## src/rtl/fps_pkg.sv

```systemverilog
/*
 Constants shared by the transmit pulse sequencer: field widths, divider codes,
 output selection bit positions and the noise generator seed and taps.
 Assumes a single clock domain; no other package is needed.
*/
// Summary of operation
// - Pulse input clock comes from high-speed clock after its configured divider.
// - Input clock is doubled, then divided by divider setting plus one.
// - Exactly the programmed number of pulses, one to 127, per burst.
// - A pulse count of zero disables the generator; no pulses.
// - Phase bits apply per pulse from the LSB in bursts of up to 15 pulses; zero high-low, one low-high.
// - A time-of-flight start command begins a burst.
// - With start select set, the pulse also starts the converter.
// - Idle level zero floats inactive outputs; one drives them to ground.
// - Each pulse takes two reference periods: one high, one low.
// - Both-outputs selection drives down-stream output inverted from up-stream.
// - Up or down selection enables one output; restart alternates from it.
// - Phase-shift control adds phase noise to pulse timing.
// - Mode 1 fast init re-arms the converter when the interrupt rises.
// - Start-noise enable adds a random offset to the start event.
package fps_pkg;
  localparam int unsigned FPS_COUNT_W = 7;
  localparam int unsigned FPS_PHASE_W = 16;
  localparam int unsigned FPS_DIV_W = 4;
  localparam int unsigned FPS_HSDIV_W = 2;
  localparam int unsigned FPS_IDX_W = 7;
  localparam int unsigned FPS_LEAD_W = 4;
  localparam int unsigned FPS_SNOISE_W = 3;
  localparam int unsigned FPS_LFSR_W = 16;

  // Output selection bit positions inside output_config (bits 29..31 upstream)
  localparam int unsigned FPS_CFG_DOWN = 0;
  localparam int unsigned FPS_CFG_UP = 1;
  localparam int unsigned FPS_CFG_BOTH = 2;

  // Largest burst that honours a per-pulse phase pattern
  localparam logic [FPS_COUNT_W-1:0] FPS_PHASE_MAX = 7'h0F;
  localparam logic [FPS_COUNT_W-1:0] FPS_COUNT_OFF = 7'h00;

  // Doubled-clock period in clk_in cycles per divider code: /1, /2, /4, /4
  localparam logic [1:0] FPS_HS_MASK_1 = 2'h0;
  localparam logic [1:0] FPS_HS_MASK_2 = 2'h1;
  localparam logic [1:0] FPS_HS_MASK_4 = 2'h3;
  localparam logic [FPS_HSDIV_W-1:0] FPS_HS_DIV1 = 2'h0;
  localparam logic [FPS_HSDIV_W-1:0] FPS_HS_DIV2 = 2'h1;

  localparam logic [FPS_LFSR_W-1:0] FPS_LFSR_SEED = 16'hACE1;
  localparam logic [FPS_LFSR_W-1:0] FPS_LFSR_TAPS = 16'hB400;

  typedef enum logic [2:0] {
    FPS_IDLE = 3'h1,
    FPS_LEAD = 3'h2,
    FPS_PULSE = 3'h4
  } fps_state_t;
endpackage

```

## src/rtl/fps_noise_lfsr.sv

```systemverilog
/*
 Free-running Galois LFSR feeding the phase and start noise of the sequencer.
 Assumes clk_in and the synchronous active-low reset of the sequencer.
*/
`timescale 1ns/1ps
module fps_noise_lfsr (
  input wire logic clk_in,
  input wire logic rst_n_in,
  output logic [fps_pkg::FPS_LFSR_W-1:0] value_out
);
  import fps_pkg::*;

  always_ff @(posedge clk_in) begin
    if (!rst_n_in) begin
      value_out <= FPS_LFSR_SEED;
    end else if (value_out[0]) begin
      value_out <= (value_out >> 1) ^ FPS_LFSR_TAPS;
    end else begin
      value_out <= value_out >> 1;
    end
  end

  a_lfsr_nonzero: assert property (@(posedge clk_in) disable iff (!rst_n_in)
    value_out != '0) else $error("noise generator stuck at zero");
endmodule

```

## src/rtl/fps_sequencer.sv

```systemverilog
/*
 Transmit pulse sequencer: burst of up/down transducer pulses, converter start
 and fast re-initialisation. clk_in runs at twice the high-speed clock.
 Assumes commands, interrupt flag and settings come from logic on clk_in.
*/
`timescale 1ns/1ps
module fps_sequencer (
  input wire logic clk_in,
  input wire logic rst_n_in,
  input wire logic [fps_pkg::FPS_HSDIV_W-1:0] hs_clock_divider_in,
  input wire logic [fps_pkg::FPS_DIV_W-1:0] pulse_divider_in,
  input wire logic [fps_pkg::FPS_COUNT_W-1:0] pulse_count_in,
  input wire logic [fps_pkg::FPS_PHASE_W-1:0] pulse_phase_pattern_in,
  input wire logic [2:0] output_config_in,
  input wire logic start_select_in,
  input wire logic idle_ground_in,
  input wire logic phase_shift_noise_ctrl_in,
  input wire logic start_noise_enable_in,
  input wire logic fast_init_enable_in,
  input wire logic meas_mode1_in,
  input wire logic irq_flag_in,
  input wire logic tof_start_command_in,
  input wire logic tof_alternating_start_command_in,
  output logic fire_up_out,
  output logic fire_up_oe_n_out,
  output logic fire_down_out,
  output logic fire_down_oe_n_out,
  output logic tdc_start_out,
  output logic tdc_reinit_out,
  output logic busy_out
);
  import fps_pkg::*;

  fps_state_t state;
  logic [FPS_LFSR_W-1:0] noise;
  logic [1:0] hs_cnt;
  logic [1:0] hs_mask;
  logic dbl_tick;
  logic [FPS_DIV_W-1:0] div;
  logic [FPS_DIV_W-1:0] ref_cnt;
  logic ref_tick;
  logic [FPS_COUNT_W-1:0] count;
  logic [FPS_PHASE_W-1:0] pattern;
  logic [FPS_IDX_W-1:0] idx;
  logic half;
  logic en_up;
  logic en_down;
  logic both;
  logic use_start;
  logic alt_second;
  logic [FPS_LEAD_W-1:0] lead_cnt;
  logic snoise_pend;
  logic [FPS_SNOISE_W-1:0] snoise_cnt;
  logic irq_prev;
  logic go;
  logic start_req;
  logic phase_bit;
  logic level;
  logic last_pulse;

  fps_noise_lfsr u_noise (
    .clk_in(clk_in),
    .rst_n_in(rst_n_in),
    .value_out(noise)
  );

  // Doubled pulse input clock: a tick every 1, 2 or 4 clk_in cycles
  always_comb begin
    case (hs_clock_divider_in)
      FPS_HS_DIV1: hs_mask = FPS_HS_MASK_1;
      FPS_HS_DIV2: hs_mask = FPS_HS_MASK_2;
      default: hs_mask = FPS_HS_MASK_4;
    endcase
  end
  assign dbl_tick = (hs_cnt & hs_mask) == hs_mask;

  // Divider phase restarts as the pulses begin, so the first half is full length
  always_ff @(posedge clk_in) begin
    if (!rst_n_in || dbl_tick || state == FPS_IDLE) begin
      hs_cnt <= '0;
    end else if (state == FPS_LEAD && lead_cnt == '0) begin
      hs_cnt <= '0;
    end else begin
      hs_cnt <= hs_cnt + 2'h1;
    end
  end

  // Reference tick every div+1 doubled ticks; restarted at each burst
  assign ref_tick = dbl_tick && (ref_cnt == div);
  always_ff @(posedge clk_in) begin
    if (!rst_n_in || state != FPS_PULSE || ref_tick) begin
      ref_cnt <= '0;
    end else if (dbl_tick) begin
      ref_cnt <= ref_cnt + 4'h1;
    end
  end

  assign start_req = tof_start_command_in || tof_alternating_start_command_in;
  assign go = state == FPS_IDLE && start_req && pulse_count_in != FPS_COUNT_OFF;

  // Burst settings latched at the start so mid-burst writes do no harm
  always_ff @(posedge clk_in) begin
    if (!rst_n_in) begin
      count <= FPS_COUNT_OFF;
      pattern <= '0;
      div <= '0;
      en_up <= 1'b0;
      en_down <= 1'b0;
      both <= 1'b0;
      use_start <= 1'b0;
    end else if (go) begin
      count <= pulse_count_in;
      pattern <= (pulse_count_in <= FPS_PHASE_MAX) ? pulse_phase_pattern_in : '0;
      div <= pulse_divider_in;
      both <= output_config_in[FPS_CFG_BOTH];
      use_start <= start_select_in;
      if (output_config_in[FPS_CFG_BOTH]) begin
        en_up <= 1'b1;
        en_down <= 1'b1;
      end else begin
        // Alternate only on the restart command
        en_up <= output_config_in[FPS_CFG_UP] ^ (tof_alternating_start_command_in
          && alt_second);
        en_down <= output_config_in[FPS_CFG_DOWN] ^ (tof_alternating_start_command_in
          && alt_second);
      end
    end
  end

  always_ff @(posedge clk_in) begin
    if (!rst_n_in) begin
      alt_second <= 1'b0;
    end else if (go && tof_alternating_start_command_in) begin
      alt_second <= !alt_second;
    end else if (go) begin
      alt_second <= 1'b0;
    end
  end

  assign last_pulse = idx == count - 7'h01;

  always_ff @(posedge clk_in) begin
    if (!rst_n_in) begin
      state <= FPS_IDLE;
      lead_cnt <= '0;
      idx <= '0;
      half <= 1'b0;
    end else begin
      case (state)
        FPS_IDLE: begin
          idx <= '0;
          half <= 1'b0;
          if (go) begin
            state <= FPS_LEAD;
            // Control low means the phase shift is active
            lead_cnt <= phase_shift_noise_ctrl_in ? '0 : noise[FPS_LEAD_W-1:0];
          end
        end
        FPS_LEAD: begin
          if (lead_cnt == '0) begin
            state <= FPS_PULSE;
          end else if (dbl_tick) begin
            lead_cnt <= lead_cnt - 4'h1;
          end
        end
        FPS_PULSE: begin
          if (ref_tick) begin
            half <= !half;
            if (half && last_pulse) begin
              state <= FPS_IDLE;
            end else if (half) begin
              idx <= idx + 7'h01;
            end
          end
        end
        default: state <= FPS_IDLE;
      endcase
    end
  end

  assign phase_bit = (idx < FPS_IDX_W'(FPS_PHASE_W)) ?
    pattern[idx[$clog2(FPS_PHASE_W)-1:0]] : 1'b0;
  assign level = half ? phase_bit : !phase_bit;

  // Registered pin drive; idle level applies when not firing
  always_ff @(posedge clk_in) begin
    if (!rst_n_in) begin
      fire_up_out <= 1'b0;
      fire_down_out <= 1'b0;
      fire_up_oe_n_out <= 1'b1;
      fire_down_oe_n_out <= 1'b1;
    end else if (state == FPS_PULSE) begin
      fire_up_out <= en_up && level;
      fire_down_out <= en_down && (both ? !level : level);
      fire_up_oe_n_out <= !(en_up || idle_ground_in);
      fire_down_oe_n_out <= !(en_down || idle_ground_in);
    end else begin
      fire_up_out <= 1'b0;
      fire_down_out <= 1'b0;
      fire_up_oe_n_out <= !idle_ground_in;
      fire_down_oe_n_out <= !idle_ground_in;
    end
  end

  // Converter start at the first pulse edge, optionally randomly delayed
  always_ff @(posedge clk_in) begin
    if (!rst_n_in) begin
      snoise_pend <= 1'b0;
      snoise_cnt <= '0;
      tdc_start_out <= 1'b0;
    end else begin
      tdc_start_out <= 1'b0;
      if (state == FPS_LEAD && lead_cnt == '0 && use_start) begin
        snoise_pend <= 1'b1;
        snoise_cnt <= start_noise_enable_in ? noise[FPS_LEAD_W +: FPS_SNOISE_W] : '0;
      end else if (snoise_pend && snoise_cnt == '0) begin
        snoise_pend <= 1'b0;
        tdc_start_out <= 1'b1;
      end else if (snoise_pend) begin
        snoise_cnt <= snoise_cnt - 3'h1;
      end
    end
  end

  always_ff @(posedge clk_in) begin
    if (!rst_n_in) begin
      irq_prev <= 1'b0;
      tdc_reinit_out <= 1'b0;
    end else begin
      irq_prev <= irq_flag_in;
      tdc_reinit_out <= meas_mode1_in && fast_init_enable_in && irq_flag_in && !irq_prev;
    end
  end

  assign busy_out = state != FPS_IDLE;

  a_zero_count_idle: assert property (@(posedge clk_in) disable iff (!rst_n_in)
    state == FPS_IDLE && pulse_count_in == FPS_COUNT_OFF |=> state == FPS_IDLE)
    else $error("burst started with zero pulse count");
  a_start_leaves_idle: assert property (@(posedge clk_in) disable iff (!rst_n_in)
    go |=> state == FPS_LEAD) else $error("start command not taken");
  a_burst_length: assert property (@(posedge clk_in) disable iff (!rst_n_in)
    state == FPS_PULSE && $past(state) == FPS_PULSE |-> idx < count)
    else $error("pulse index ran past the count");
  a_end_on_last: assert property (@(posedge clk_in) disable iff (!rst_n_in)
    state == FPS_PULSE ##1 state == FPS_IDLE |-> $past(last_pulse) && $past(half))
    else $error("burst ended early");
  a_half_on_tick: assert property (@(posedge clk_in) disable iff (!rst_n_in)
    state == FPS_PULSE && $changed(half) |-> $past(ref_tick))
    else $error("phase changed without reference tick");
  a_ref_divide: assert property (@(posedge clk_in) disable iff (!rst_n_in)
    ref_tick && div != '0 |=> !ref_tick) else $error("reference divide below two");
  a_idle_level: assert property (@(posedge clk_in) disable iff (!rst_n_in)
    state == FPS_IDLE |=> !fire_up_out && fire_up_oe_n_out == !$past(idle_ground_in))
    else $error("idle level wrong");
  a_both_inverted: assert property (@(posedge clk_in) disable iff (!rst_n_in)
    state == FPS_PULSE && both |=> fire_down_out == !fire_up_out)
    else $error("down output not inverted");
  a_start_gated: assert property (@(posedge clk_in) disable iff (!rst_n_in)
    tdc_start_out |-> use_start) else $error("converter start while not selected");
  a_reinit_pulse: assert property (@(posedge clk_in) disable iff (!rst_n_in)
    meas_mode1_in && fast_init_enable_in && $rose(irq_flag_in) |=> tdc_reinit_out)
    else $error("fast init missed");
endmodule

```

## config.mk

```make
export PLATFORM = sky130hd
export DESIGN_NAME = fps_sequencer
export DESIGN_NICKNAME = d
export VERILOG_FILES = /design/src/rtl/fps_pkg.sv /design/src/rtl/fps_noise_lfsr.sv /design/src/rtl/fps_sequencer.sv
export SDC_FILE = /design/constraint.sdc
export NUM_CORES = 1
export LEC_CHECK = 0
export BUFFER_PORTS_ARGS = -buffer_cell sky130_fd_sc_hd__buf_2
export CORE_AREA = 3 3 89 91
export CTS_CLUSTER_DIAMETER = 50
export DETAILED_ROUTE_END_ITERATION = 7
export DIE_AREA = 0 0 92 94
export GPL_ROUTABILITY_DRIVEN = 0
export MAX_ROUTING_LAYER = met4
export PLACE_DENSITY_LB_ADDON = 0.05
export SYNTH_ARGS = -nofsm -noshare
export SYNTH_HDL_FRONTEND = slang
export SYNTH_SLANG_ARGS = --single-unit
```

## constraint.sdc

```tcl
create_clock -name clk_in -period 5 [get_ports clk_in]
set_clock_uncertainty 0.1 [all_clocks]
set_input_delay 0.25 -clock clk_in [delete_from_list [all_inputs] [get_ports clk_in]]
set_output_delay 0.25 -clock clk_in [all_outputs]
set_load 0.01 [all_outputs]
```

==> results.ini, run 1 <==
[critical_path]
cp_max_fo = 32
crit_type = register to register
crit_path_end_kind = register
required_ps = 5130
crit_arrival_ps = 2710
worstSetupStartpointType = register

[placement]
dp_hpwl_um = 5150
placed_cell_area_sq_um = 3830
dp_cells = 536
port_buffers = 49

[global_routing]
grt_pass1_vias = 2727
grt_pass1_wl_um = 12300
grt_antenna_before_repair = 0
grt_max_degree = 34
gr-total-overflow = 0
grt_util_all_layers_pct = 18.2

[sta]
drv_slew = 0
fmax_mhz = 387
setup_tns_ps = 0
rsz0062_at_grt = no
finalHoldViolCount = 0
relSlewSlack_pct = 23.0
worst_slew_pin_slew_ps = 1150
period_needed_ps = 2580
holdWs_ps = 22.4
setup_viol = 0
post-route-period-util_pct = 51.7

[detailed_routing]
totalWireLength_um = 7400
vias = 2860
vias_per_cell = 5.18
drc = 0
drt_iter0_markers = 96
post_drt_wl_per_cell_um = 13.4
final_antenna_net_count = 0
first_pass_iters = 4

[cts]
cts-root-buf = clkbuf_8
h-tree-depth = 3
cts_max_path_buffers = 2
clk_latency_ps = 350
numClockSinks = 80
cts_setup_buffers = 0
numCtsBuffers = 9
cts-resized-gates = 0
holdBufCountCts = 0
clk_pin_slew_ps = 80
cts_tree = done

[flow_run]
drv_cap = 0

[worst_hold_path]
hold_class = input port to register

[cells_and_area]
syn2layout_area_growth_pct = 15.9
final_nets = 498
design_area_sq_um = 4100
final_cells = 552
drive_gt1_share_pct = 16.8
diodes = 0

[logic_synthesis]
ys_ff_latch = 80
syn_inst = 405
yosysWarningCount = 0
synth_nets = 455
async_flop_share_pct = 0
synth_ff_type = dfxtp_1
synth_cell_types = 52
synth-edff-count = 0
syn_avg_cell_area_sq_um = 8.73
netlist_area_sq_um = 3540
ys_seq_area_share_pct = 45.3

[run_status]
outcome = finished, final reports clean

[floorplan]
start_util_pct = 49.0
core_sq_um = 7210
die_area_sq_um = 8650
pin_count = 50
fp.dieH_um = 94
die_x_um = 92
rows = 31

[power_and_ir_drop]
leakage_nw = 1.59
power_density_nw_per_um2 = 422
irDropWorstVdd_uv = 210

-- final timing paths --
check	startpoint	end	slack [ps]	depth (start not counted)
max	state[1]$_SDFFE_PN0P_	en_up$_SDFFE_PN0P_	2420	7
min	fast_init_enable_in	tdc_reinit_out$_SDFF_PN0_	20	3
max reg2reg	state[1]$_SDFFE_PN0P_	en_up$_SDFFE_PN0P_	2420	7
min reg2reg	irq_prev$_SDFF_PN0_	tdc_reinit_out$_SDFF_PN0_	290	1
-- worst max-delay path, cell delays in order (launching register included) --
cell and delay (ps):
dfxtp_1 340, and2b_1 210, and2b_2 200, clkinv_1 280, nor2_1 220, nand2_1 630, nor3_1 400, nor3_1 70
-- power breakdown --
group | internal (mW) | switching, mW
sequential | 0.692 | 0.0414
clock | 0.387 | 0.239
combinational | 0.139 | 0.231
-- kinds of logic after synthesis --
family,share of synthesized area [%]
AOI/OAI and AO/OA,12.7
xor gates and xnor gates,6.65
adders and majority gates,2.48
buffers and inverters,4.14
DFF,45.3
muxes,4.74
and+or+nand+nor,24.0
-- state kept, by name, summed over array words and instances (netlist names), 2 cells and up --
signal / cells
state: 3
u_noise.value_out: 16
count: 7
ref_cnt: 4
idx: 7
pattern: 16
hs_cnt: 2
div: 4
snoise_cnt: 3
lead_cnt: 4
-- stage by stage --
| step | power, mW | utilization (%) | worst slack, ps |
|---|---|---|---|
| after floorplan | 1.02 | - | 2810 |
| after CTS | 1.74 | 56.8 | 2440 |
| final | 1.73 | 56.8 | 2420 |
| after detailed placement | 1.12 | 53.1 | 2240 |
| after global routing | 1.82 | 56.8 | 2220 |
| after global placement | 1.11 | 53.1 | 2390 |
-- layout by cell type, fill, tap and decap left out, types with 2 or more instances in the layout --
cell       count
o211ai_1       2
or3_1          4
clkbuf_8       9
xor2_1        10
ha_1           7
xnor2_1       15
nor2_1        31
nand2_1       63
or4_1          3
a22oi_1        3
buf_2         49
a21o_1         3
nand3_1       33
a21oi_1       41
nand2b_1       7
dfxtp_1       80
and2_1         9
inv_1         11
bufinv_16      4
nor3_1         9
nor3b_1        4
mux4_1         4
o21ai_0        9
a32o_1         2
nor4_1         3
a211oi_1       3
o31ai_1        2
buf_4          2
mux2i_1        4
-- cell type report --
cell class,count,area (sq um)
timing repair buffer,51,260
sequential,80,1600
tap,99,124
clock inverter,6,140
multi-input combinational,294,1800
fill,677,3110
clock buffer,10,128
inverter,12,45.0
-- layer usage --
metal | vias up | track usage, % | wire (um)
li1 | 1485 | - | -
met1 | 1317 | 23.2 | 3570
met4 | 0 | 8.42 | 148
met2 | 44 | 28.8 | 3440
met3 | 14 | 2.88 | 238
met5 | - | - | 0
-- synthesized netlist by cell type, drive strengths merged (3+ instances only) --
cell | instances | share of area (%)
nand2 | 64 | 6.9
xnor2 | 15 | 3.7
a21o | 3 | 0.64
nand2b | 7 | 1.2
nor3 | 10 | 1.4
nand3 | 33 | 4.7
xor2 | 11 | 2.9
nor3b | 4 | 0.85
buf | 7 | 1.6
clkbuf | 12 | 1.3
dfxtp | 80 | 45
inv | 11 | 1.2
ha | 7 | 2.5
or3 | 4 | 0.71
a21oi | 41 | 5.8
a211oi | 4 | 0.99
mux4 | 5 | 3.6
nor4 | 3 | 0.53
or4 | 3 | 0.64
nor2 | 31 | 3.3
o21ai | 10 | 1.4
mux2i | 4 | 1.1
and2 | 9 | 1.6
a22oi | 3 | 0.64
No activity file was read; power rests on OpenSTA's default activity.
==> inputs of run 2 (changes only) <==
==> constraint.sdc (replaced) <==
create_clock -name clk_in -period 2.1 [get_ports clk_in]
set_clock_uncertainty 0.1 [all_clocks]
set_input_delay 0.105 -clock clk_in [delete_from_list [all_inputs] [get_ports clk_in]]
set_output_delay 0.105 -clock clk_in [all_outputs]
set_load 0.01 [all_outputs]
==> run 2 against run 1 <==
  * Worst hold slack improved by 20 ps
  * Cell count increased by 11%
  * Sequential power increased by 140%
  * Global-route usage increased by 2.1 points
  * Non-clock buffer count increased by 63
  * Critical path depth decreased by 1
  * Utilization increased by 8.3 points
  * Combinational power increased to 3.2 times the previous value
  * Wire length increased by 12%
  * Flip-flop and latch count unchanged
  * Via count increased by 9.6%
  * Critical path type unchanged
  * Highest routed layer unchanged
==> results.ini, run 2 (same netlist as run 1, synthesis figures left out) <==
[detailed_routing]
drc = 0  ; unchanged
totalWireLength_um = 8280  ; was 7400 um
post_drt_wl_per_cell_um = 13.5  ; was 13.4 um
vias = 3135  ; was 2,860
first_pass_iters = 4  ; unchanged
drt_iter0_markers = 167  ; was 96
vias_per_cell = 5.10  ; was 5.18
final_antenna_net_count = 0  ; unchanged

[cts]
clk_pin_slew_ps = 90  ; was 80 ps
h-tree-depth = 3  ; unchanged
cts-root-buf = clkbuf_8  ; unchanged
numClockSinks = 80  ; unchanged
cts_max_path_buffers = 2  ; unchanged
numCtsBuffers = 9  ; unchanged
clk_latency_ps = 360  ; was 350 ps
cts_tree = done  ; unchanged

[cells_and_area]
finalCoreUtilization_pct = 65.1  ; was 56.8%
design_area_sq_um = 4700  ; was 4100 sq um
final_cells = 615  ; was 552
drive_gt1_share_pct = 23.6  ; was 16.8%
syn2layout_area_growth_pct = 32.8  ; was 15.9%
layout_common_cells = 77 x dfxtp_1, 62 x nand2_1, 49 x buf_2  ; was 80 x dfxtp_1, 63 x nand2_1, 49 x buf_2
final_nets = 561  ; was 498
final_common_cell = dfxtp_1  ; unchanged
fillCellCount = 626  ; was 677
diodes = 0  ; unchanged
reg_top3 = pattern x16, u_noise.value_out x16  ; unchanged
multiInputGateArea_sq_um = 1830  ; was 1800 sq um
regArea_sq_um = 1610  ; was 1600 sq um

[sta]
relSlewSlack_pct = 59.1  ; was 23.0%
post-route-period-util_pct = 96.3  ; was 51.7%
worst_slew_pin_slew_ps = 612  ; was 1150 ps
rsz0062_at_grt = yes  ; was no
drv_slew = 0  ; unchanged
layout_setup_ws_ps = 78.7  ; was 2420 ps
finalHoldViolCount = 0  ; unchanged
setup_viol = 0  ; unchanged
holdWs_ps = 41.9  ; was 22.4 ps
fmax_mhz = 495  ; was 387 MHz
period_needed_ps = 2020  ; was 2580 ps
setup_tns_ps = 0  ; unchanged

[floorplan]
die_area_sq_um = 8650  ; unchanged
core_sq_um = 7210  ; unchanged
pin_count = 50  ; unchanged
start_util_pct = 49.0  ; unchanged
fp.dieH_um = 94  ; unchanged
die_x_um = 92  ; unchanged
rows = 31  ; unchanged

[placement]
dp_cells = 563  ; was 536
place_ws_ps = -71.1  ; was 2240 ps
dp_hpwl_um = 5590  ; was 5150 um
port_buffers = 49  ; unchanged
placed_cell_area_sq_um = 4070  ; was 3830 sq um

[power_and_ir_drop]
leakage_nw = 1.85  ; was 1.59 nW
irDropWorstVdd_uv = 392  ; was 210 uV
power_density_nw_per_um2 = 905  ; was 422 nW/um^2
power.total_mw = 4.25  ; was 1.73 mW

[flow_run]
drv_cap = 0  ; unchanged

[worst_hold_path]
hold_class = input port to register  ; unchanged

[global_routing]
gr-total-overflow = 0  ; unchanged
grt_pass1_vias = 2922  ; was 2,727
grt_antenna_before_repair = 0  ; unchanged
grt_util_all_layers_pct = 20.4  ; was 18.2%
grt_pass1_wl_um = 13600  ; was 12,300 um
grt_max_degree = 36  ; was 34

[critical_path]
crit_type = register to register  ; unchanged
worstSetupStartpointType = register  ; unchanged
crit_arrival_ps = 2170  ; was 2710 ps
cp_max_fo = 5  ; was 32
crit_path_end_kind = register  ; unchanged
required_ps = 2250  ; was 5130 ps

[run_status]
outcome = finished, final reports clean  ; unchanged

==> run 2: routing by layer <==
metal  global-route usage, %  routed length (um)
met1                    25.7                3960
met2                    32.0                3850
met3                    3.45                 310
met4                    9.53                 165
met5                       -                   0
==> run 2: worst max-delay path, stage by stage, from the launching register on <==
cell	delay [ps]
dfxtp_4	400
mux4_2	510
mux4_2	470
nand2_2	90
xor2_2	150
xnor2_1	130
nor2_1	50
==> run 2: worst paths after layout <==
kind / startpoint / to / slack (ps) / cells past startpoint
min reg2reg: irq_prev$_SDFF_PN0_ / tdc_reinit_out$_SDFF_PN0_ / 300 / 1
max reg2reg: idx[0]$_SDFFE_PN0P_ / fire_down_out$_SDFF_PN0_ / 80 / 6
min: output_config_in[1] / en_up$_SDFFE_PN0P_ / 40 / 4
max: idx[0]$_SDFFE_PN0P_ / fire_down_out$_SDFF_PN0_ / 80 / 6
==> run 2: report_power, final <==
group / internal, mW / switching, mW / total, mW
clock network: 0.695 / 0.619 / 1.31
logic: 0.563 / 0.631 / 1.19
registers: 1.65 / 0.0961 / 1.74
==> run 2: area by class of cell <==
class,count,share of cell area [%]
clock buffers,9,2.64
clock inverters,7,2.26
inverters,12,1.04
multi-input cells,294,39.0
flip-flops and latches,80,34.2
well taps,99,2.64
repair buffers,114,18.2
==> run 2: what timing repair did <==
item | in CTS | in global routing
pin swaps | 0 | 7
hold buffers | 36 | 0
endpoints found under the setup margin | 9 | 44
gates cloned | 0 | 0
setup buffers | 0 | 0
hold endpoints to repair | 41 | 0
resized for setup | 5 | 18
==> inputs of run 3 (changes only) <==
==> constraint.sdc (replaced) <==
create_clock -name clk_in -period 2.3 [get_ports clk_in]
set_clock_uncertainty 0.1 [all_clocks]
set_input_delay 0.115 -clock clk_in [delete_from_list [all_inputs] [get_ports clk_in]]
set_output_delay 0.115 -clock clk_in [all_outputs]
set_load 0.01 [all_outputs]
==> run 3 against run 2 <==
  * Fmax shrank 6.9%
  * Cell count fell by 1.6%
  * Clock-buffer cell count unchanged
  * Flip-flop and latch count unchanged
  * Global-route usage grew 0.40 points
  * Largest power group unchanged
==> results.ini, run 3 (same netlist as run 1, synthesis figures left out) <==
[run_status]
outcome = finished, final reports clean  ; unchanged

[critical_path]
cp_cell_sequence = mux4_1 > mux4_2 > nand2_2 > xor2_2 > xnor2_1 > nor2_1  ; was mux4_2 > mux4_2 > nand2_2 > xor2_2 > xnor2_1 > nor2_1
crit_path_end = fire_down_out$_SDFF_PN0_  ; unchanged
crit_buf_inv = 0  ; unchanged
reg2reg_slack_ps = 130  ; was 80 ps
worstSetupStartpointType = register  ; unchanged
cp_slowest_cell = dfxtp_1  ; was mux4_2
critical_path.max_stage_delay_ps = 640  ; was 510 ps
crit_path_end_kind = register  ; unchanged
cpLargestDelayFamily = multiplexers  ; unchanged
crit_start = idx[2]$_SDFFE_PN0P_  ; was idx[0]$_SDFFE_PN0P_
crit_type = register to register  ; unchanged
worstReg2RegStart = idx[2]$_SDFFE_PN0P_  ; was idx[0]$_SDFFE_PN0P_
r2r-end = fire_down_out$_SDFF_PN0_  ; unchanged
cp_num_cells = 6  ; unchanged
crit_arrival_ps = 2310  ; was 2170 ps
required_ps = 2440  ; was 2250 ps
cp_max_fo = 13  ; was 5
r2r_cells = 6  ; unchanged

[power_and_ir_drop]
leakage_nw = 1.80  ; was 1.85 nW
power_density_nw_per_um2 = 803  ; was 905 nW/um^2
power.total_mw = 3.65  ; was 4.25 mW
irDropWorstVdd_uv = 373  ; was 392 uV

[cts]
numClockSinks = 80  ; unchanged
cts_tree = done  ; unchanged
numCtsBuffers = 9  ; unchanged
h-tree-depth = 3  ; unchanged
cts-root-buf = clkbuf_8  ; unchanged
clk_pin_slew_ps = 90  ; about the same
clk_latency_ps = 350  ; was 360 ps
cts_max_path_buffers = 2  ; unchanged

[cells_and_area]
syn2layout_area_growth_pct = 28.4  ; was 32.8%
final_nets = 551  ; was 561
final_common_cell = dfxtp_1  ; unchanged
diodes = 0  ; unchanged
finalCoreUtilization_pct = 62.9  ; was 65.1%
layout_common_cells = 79 x dfxtp_1, 63 x nand2_1, 49 x buf_2  ; was 77 x dfxtp_1, 62 x nand2_1, 49 x buf_2
drive_gt1_share_pct = 19.2  ; was 23.6%
reg_top3 = pattern x16, u_noise.value_out x16  ; unchanged

[global_routing]
grt_antenna_before_repair = 0  ; unchanged
gr-total-overflow = 0  ; unchanged
grt_util_all_layers_pct = 20.7  ; was 20.4%
grt_pass1_wl_um = 13800  ; was 13,600 um
grt_max_degree = 24  ; was 36
grt_pass1_vias = 2988  ; was 2,922

[floorplan]
fp.dieH_um = 94  ; unchanged
start_util_pct = 49.0  ; unchanged
core_sq_um = 7210  ; unchanged
die_area_sq_um = 8650  ; unchanged
rows = 31  ; unchanged
pin_count = 50  ; unchanged
die_x_um = 92  ; unchanged

[sta]
period_needed_ps = 2170  ; was 2020 ps
drv_slew = 0  ; unchanged
relSlewSlack_pct = 58.7  ; was 59.1%
fmax_mhz = 460  ; was 495 MHz
rsz0062_at_grt = no  ; was yes
post-route-period-util_pct = 94.4  ; was 96.3%
setup_viol = 0  ; unchanged
worst_slew_pin_slew_ps = 615  ; was 612 ps
setup_tns_ps = 0  ; unchanged
finalHoldViolCount = 0  ; unchanged

[placement]
port_buffers = 49  ; unchanged
dp_hpwl_um = 5560  ; was 5590 um

[detailed_routing]
drc = 0  ; unchanged
post_drt_wl_per_cell_um = 13.5  ; about the same
vias_per_cell = 5.12  ; was 5.10
totalWireLength_um = 8190  ; was 8280 um
drt_iter0_markers = 161  ; was 167
vias = 3100  ; was 3,135
first_pass_iters = 4  ; unchanged
final_antenna_net_count = 0  ; unchanged

[flow_run]
drv_cap = 0  ; unchanged

[worst_hold_path]
hold_class = input port to register  ; unchanged

[run 3: power breakdown]
part           total, mW  switching [mW]  internal, mW
clock network       1.07           0.553         0.521
logic              0.978           0.539         0.439
registers           1.59          0.0906          1.50
[run 3: metal layers]
layer	GRT usage, %	share of wire (%)	up-vias	wire (um)
met5	-	0	-	0
met4	9.03	3.0	0	242
met3	4.33	2.2	21	184
met2	32.7	47	59	3860
met1	26.0	48	1433	3910
li1	-	-	1587	-
[run 3: worst min path at each step]
| stage | start | end | slack, ps | cells past startpoint |
|---|---|---|---|---|
| 2_1_floorplan | rst_n_in | u_noise.value_out[0]$_SDFF_PN1_ | 90 | 1 |
| 3_3_place_gp | fast_init_enable_in | tdc_reinit_out$_SDFF_PN0_ | 250 | 3 |
| 3_5_place_dp | fast_init_enable_in | tdc_reinit_out$_SDFF_PN0_ | 250 | 3 |
| 4_1_cts | output_config_in[1] | en_up$_SDFFE_PN0P_ | 40 | 4 |
| 5_1_grt | output_config_in[1] | en_up$_SDFFE_PN0P_ | 50 | 4 |
| 6_report | output_config_in[1] | en_up$_SDFFE_PN0P_ | 50 | 4 |
[run 3: worst reg2reg max path, stage by stage (launching register included)]
cell and delay [ps]:
dfxtp_1 640, mux4_1 380, mux4_2 480, nand2_2 100, xor2_2 160, xnor2_1 130, nor2_1 70
[run 3: cell type report]
type | count | area, sq um
Clock buffer | 9 | 124
Clock inverter | 7 | 81.3
Fill cell | 661 | 2670
Inverter | 12 | 45.0
Multi-Input combinational cell | 294 | 1820
Sequential cell | 80 | 1600
Tap cell | 99 | 124
Timing Repair Buffer | 104 | 748
[run 3: timing repair]
action / in CTS / in global routing
hold buffers: 36 / 0
buffers inserted: 0 / 0
resized for setup: 1 / 5
pin swaps: 0 / 0
endpoints found under the setup margin: 1 / 9
hold endpoints to repair: 40 / 0
[run 3: through the flow]
step           hold slack [ps]  instance area (sq um)  instances  worst slack, ps
6_report                  54.0                   4540        605              128
5_1_grt                   53.5                   4540        605             13.2
4_1_cts                   43.5                   4530        605             17.0
3_3_place_gp               248                   3960        553             30.8
3_5_place_dp               254                   3960        553             9.13
2_1_floorplan             88.0                   3540        405              108
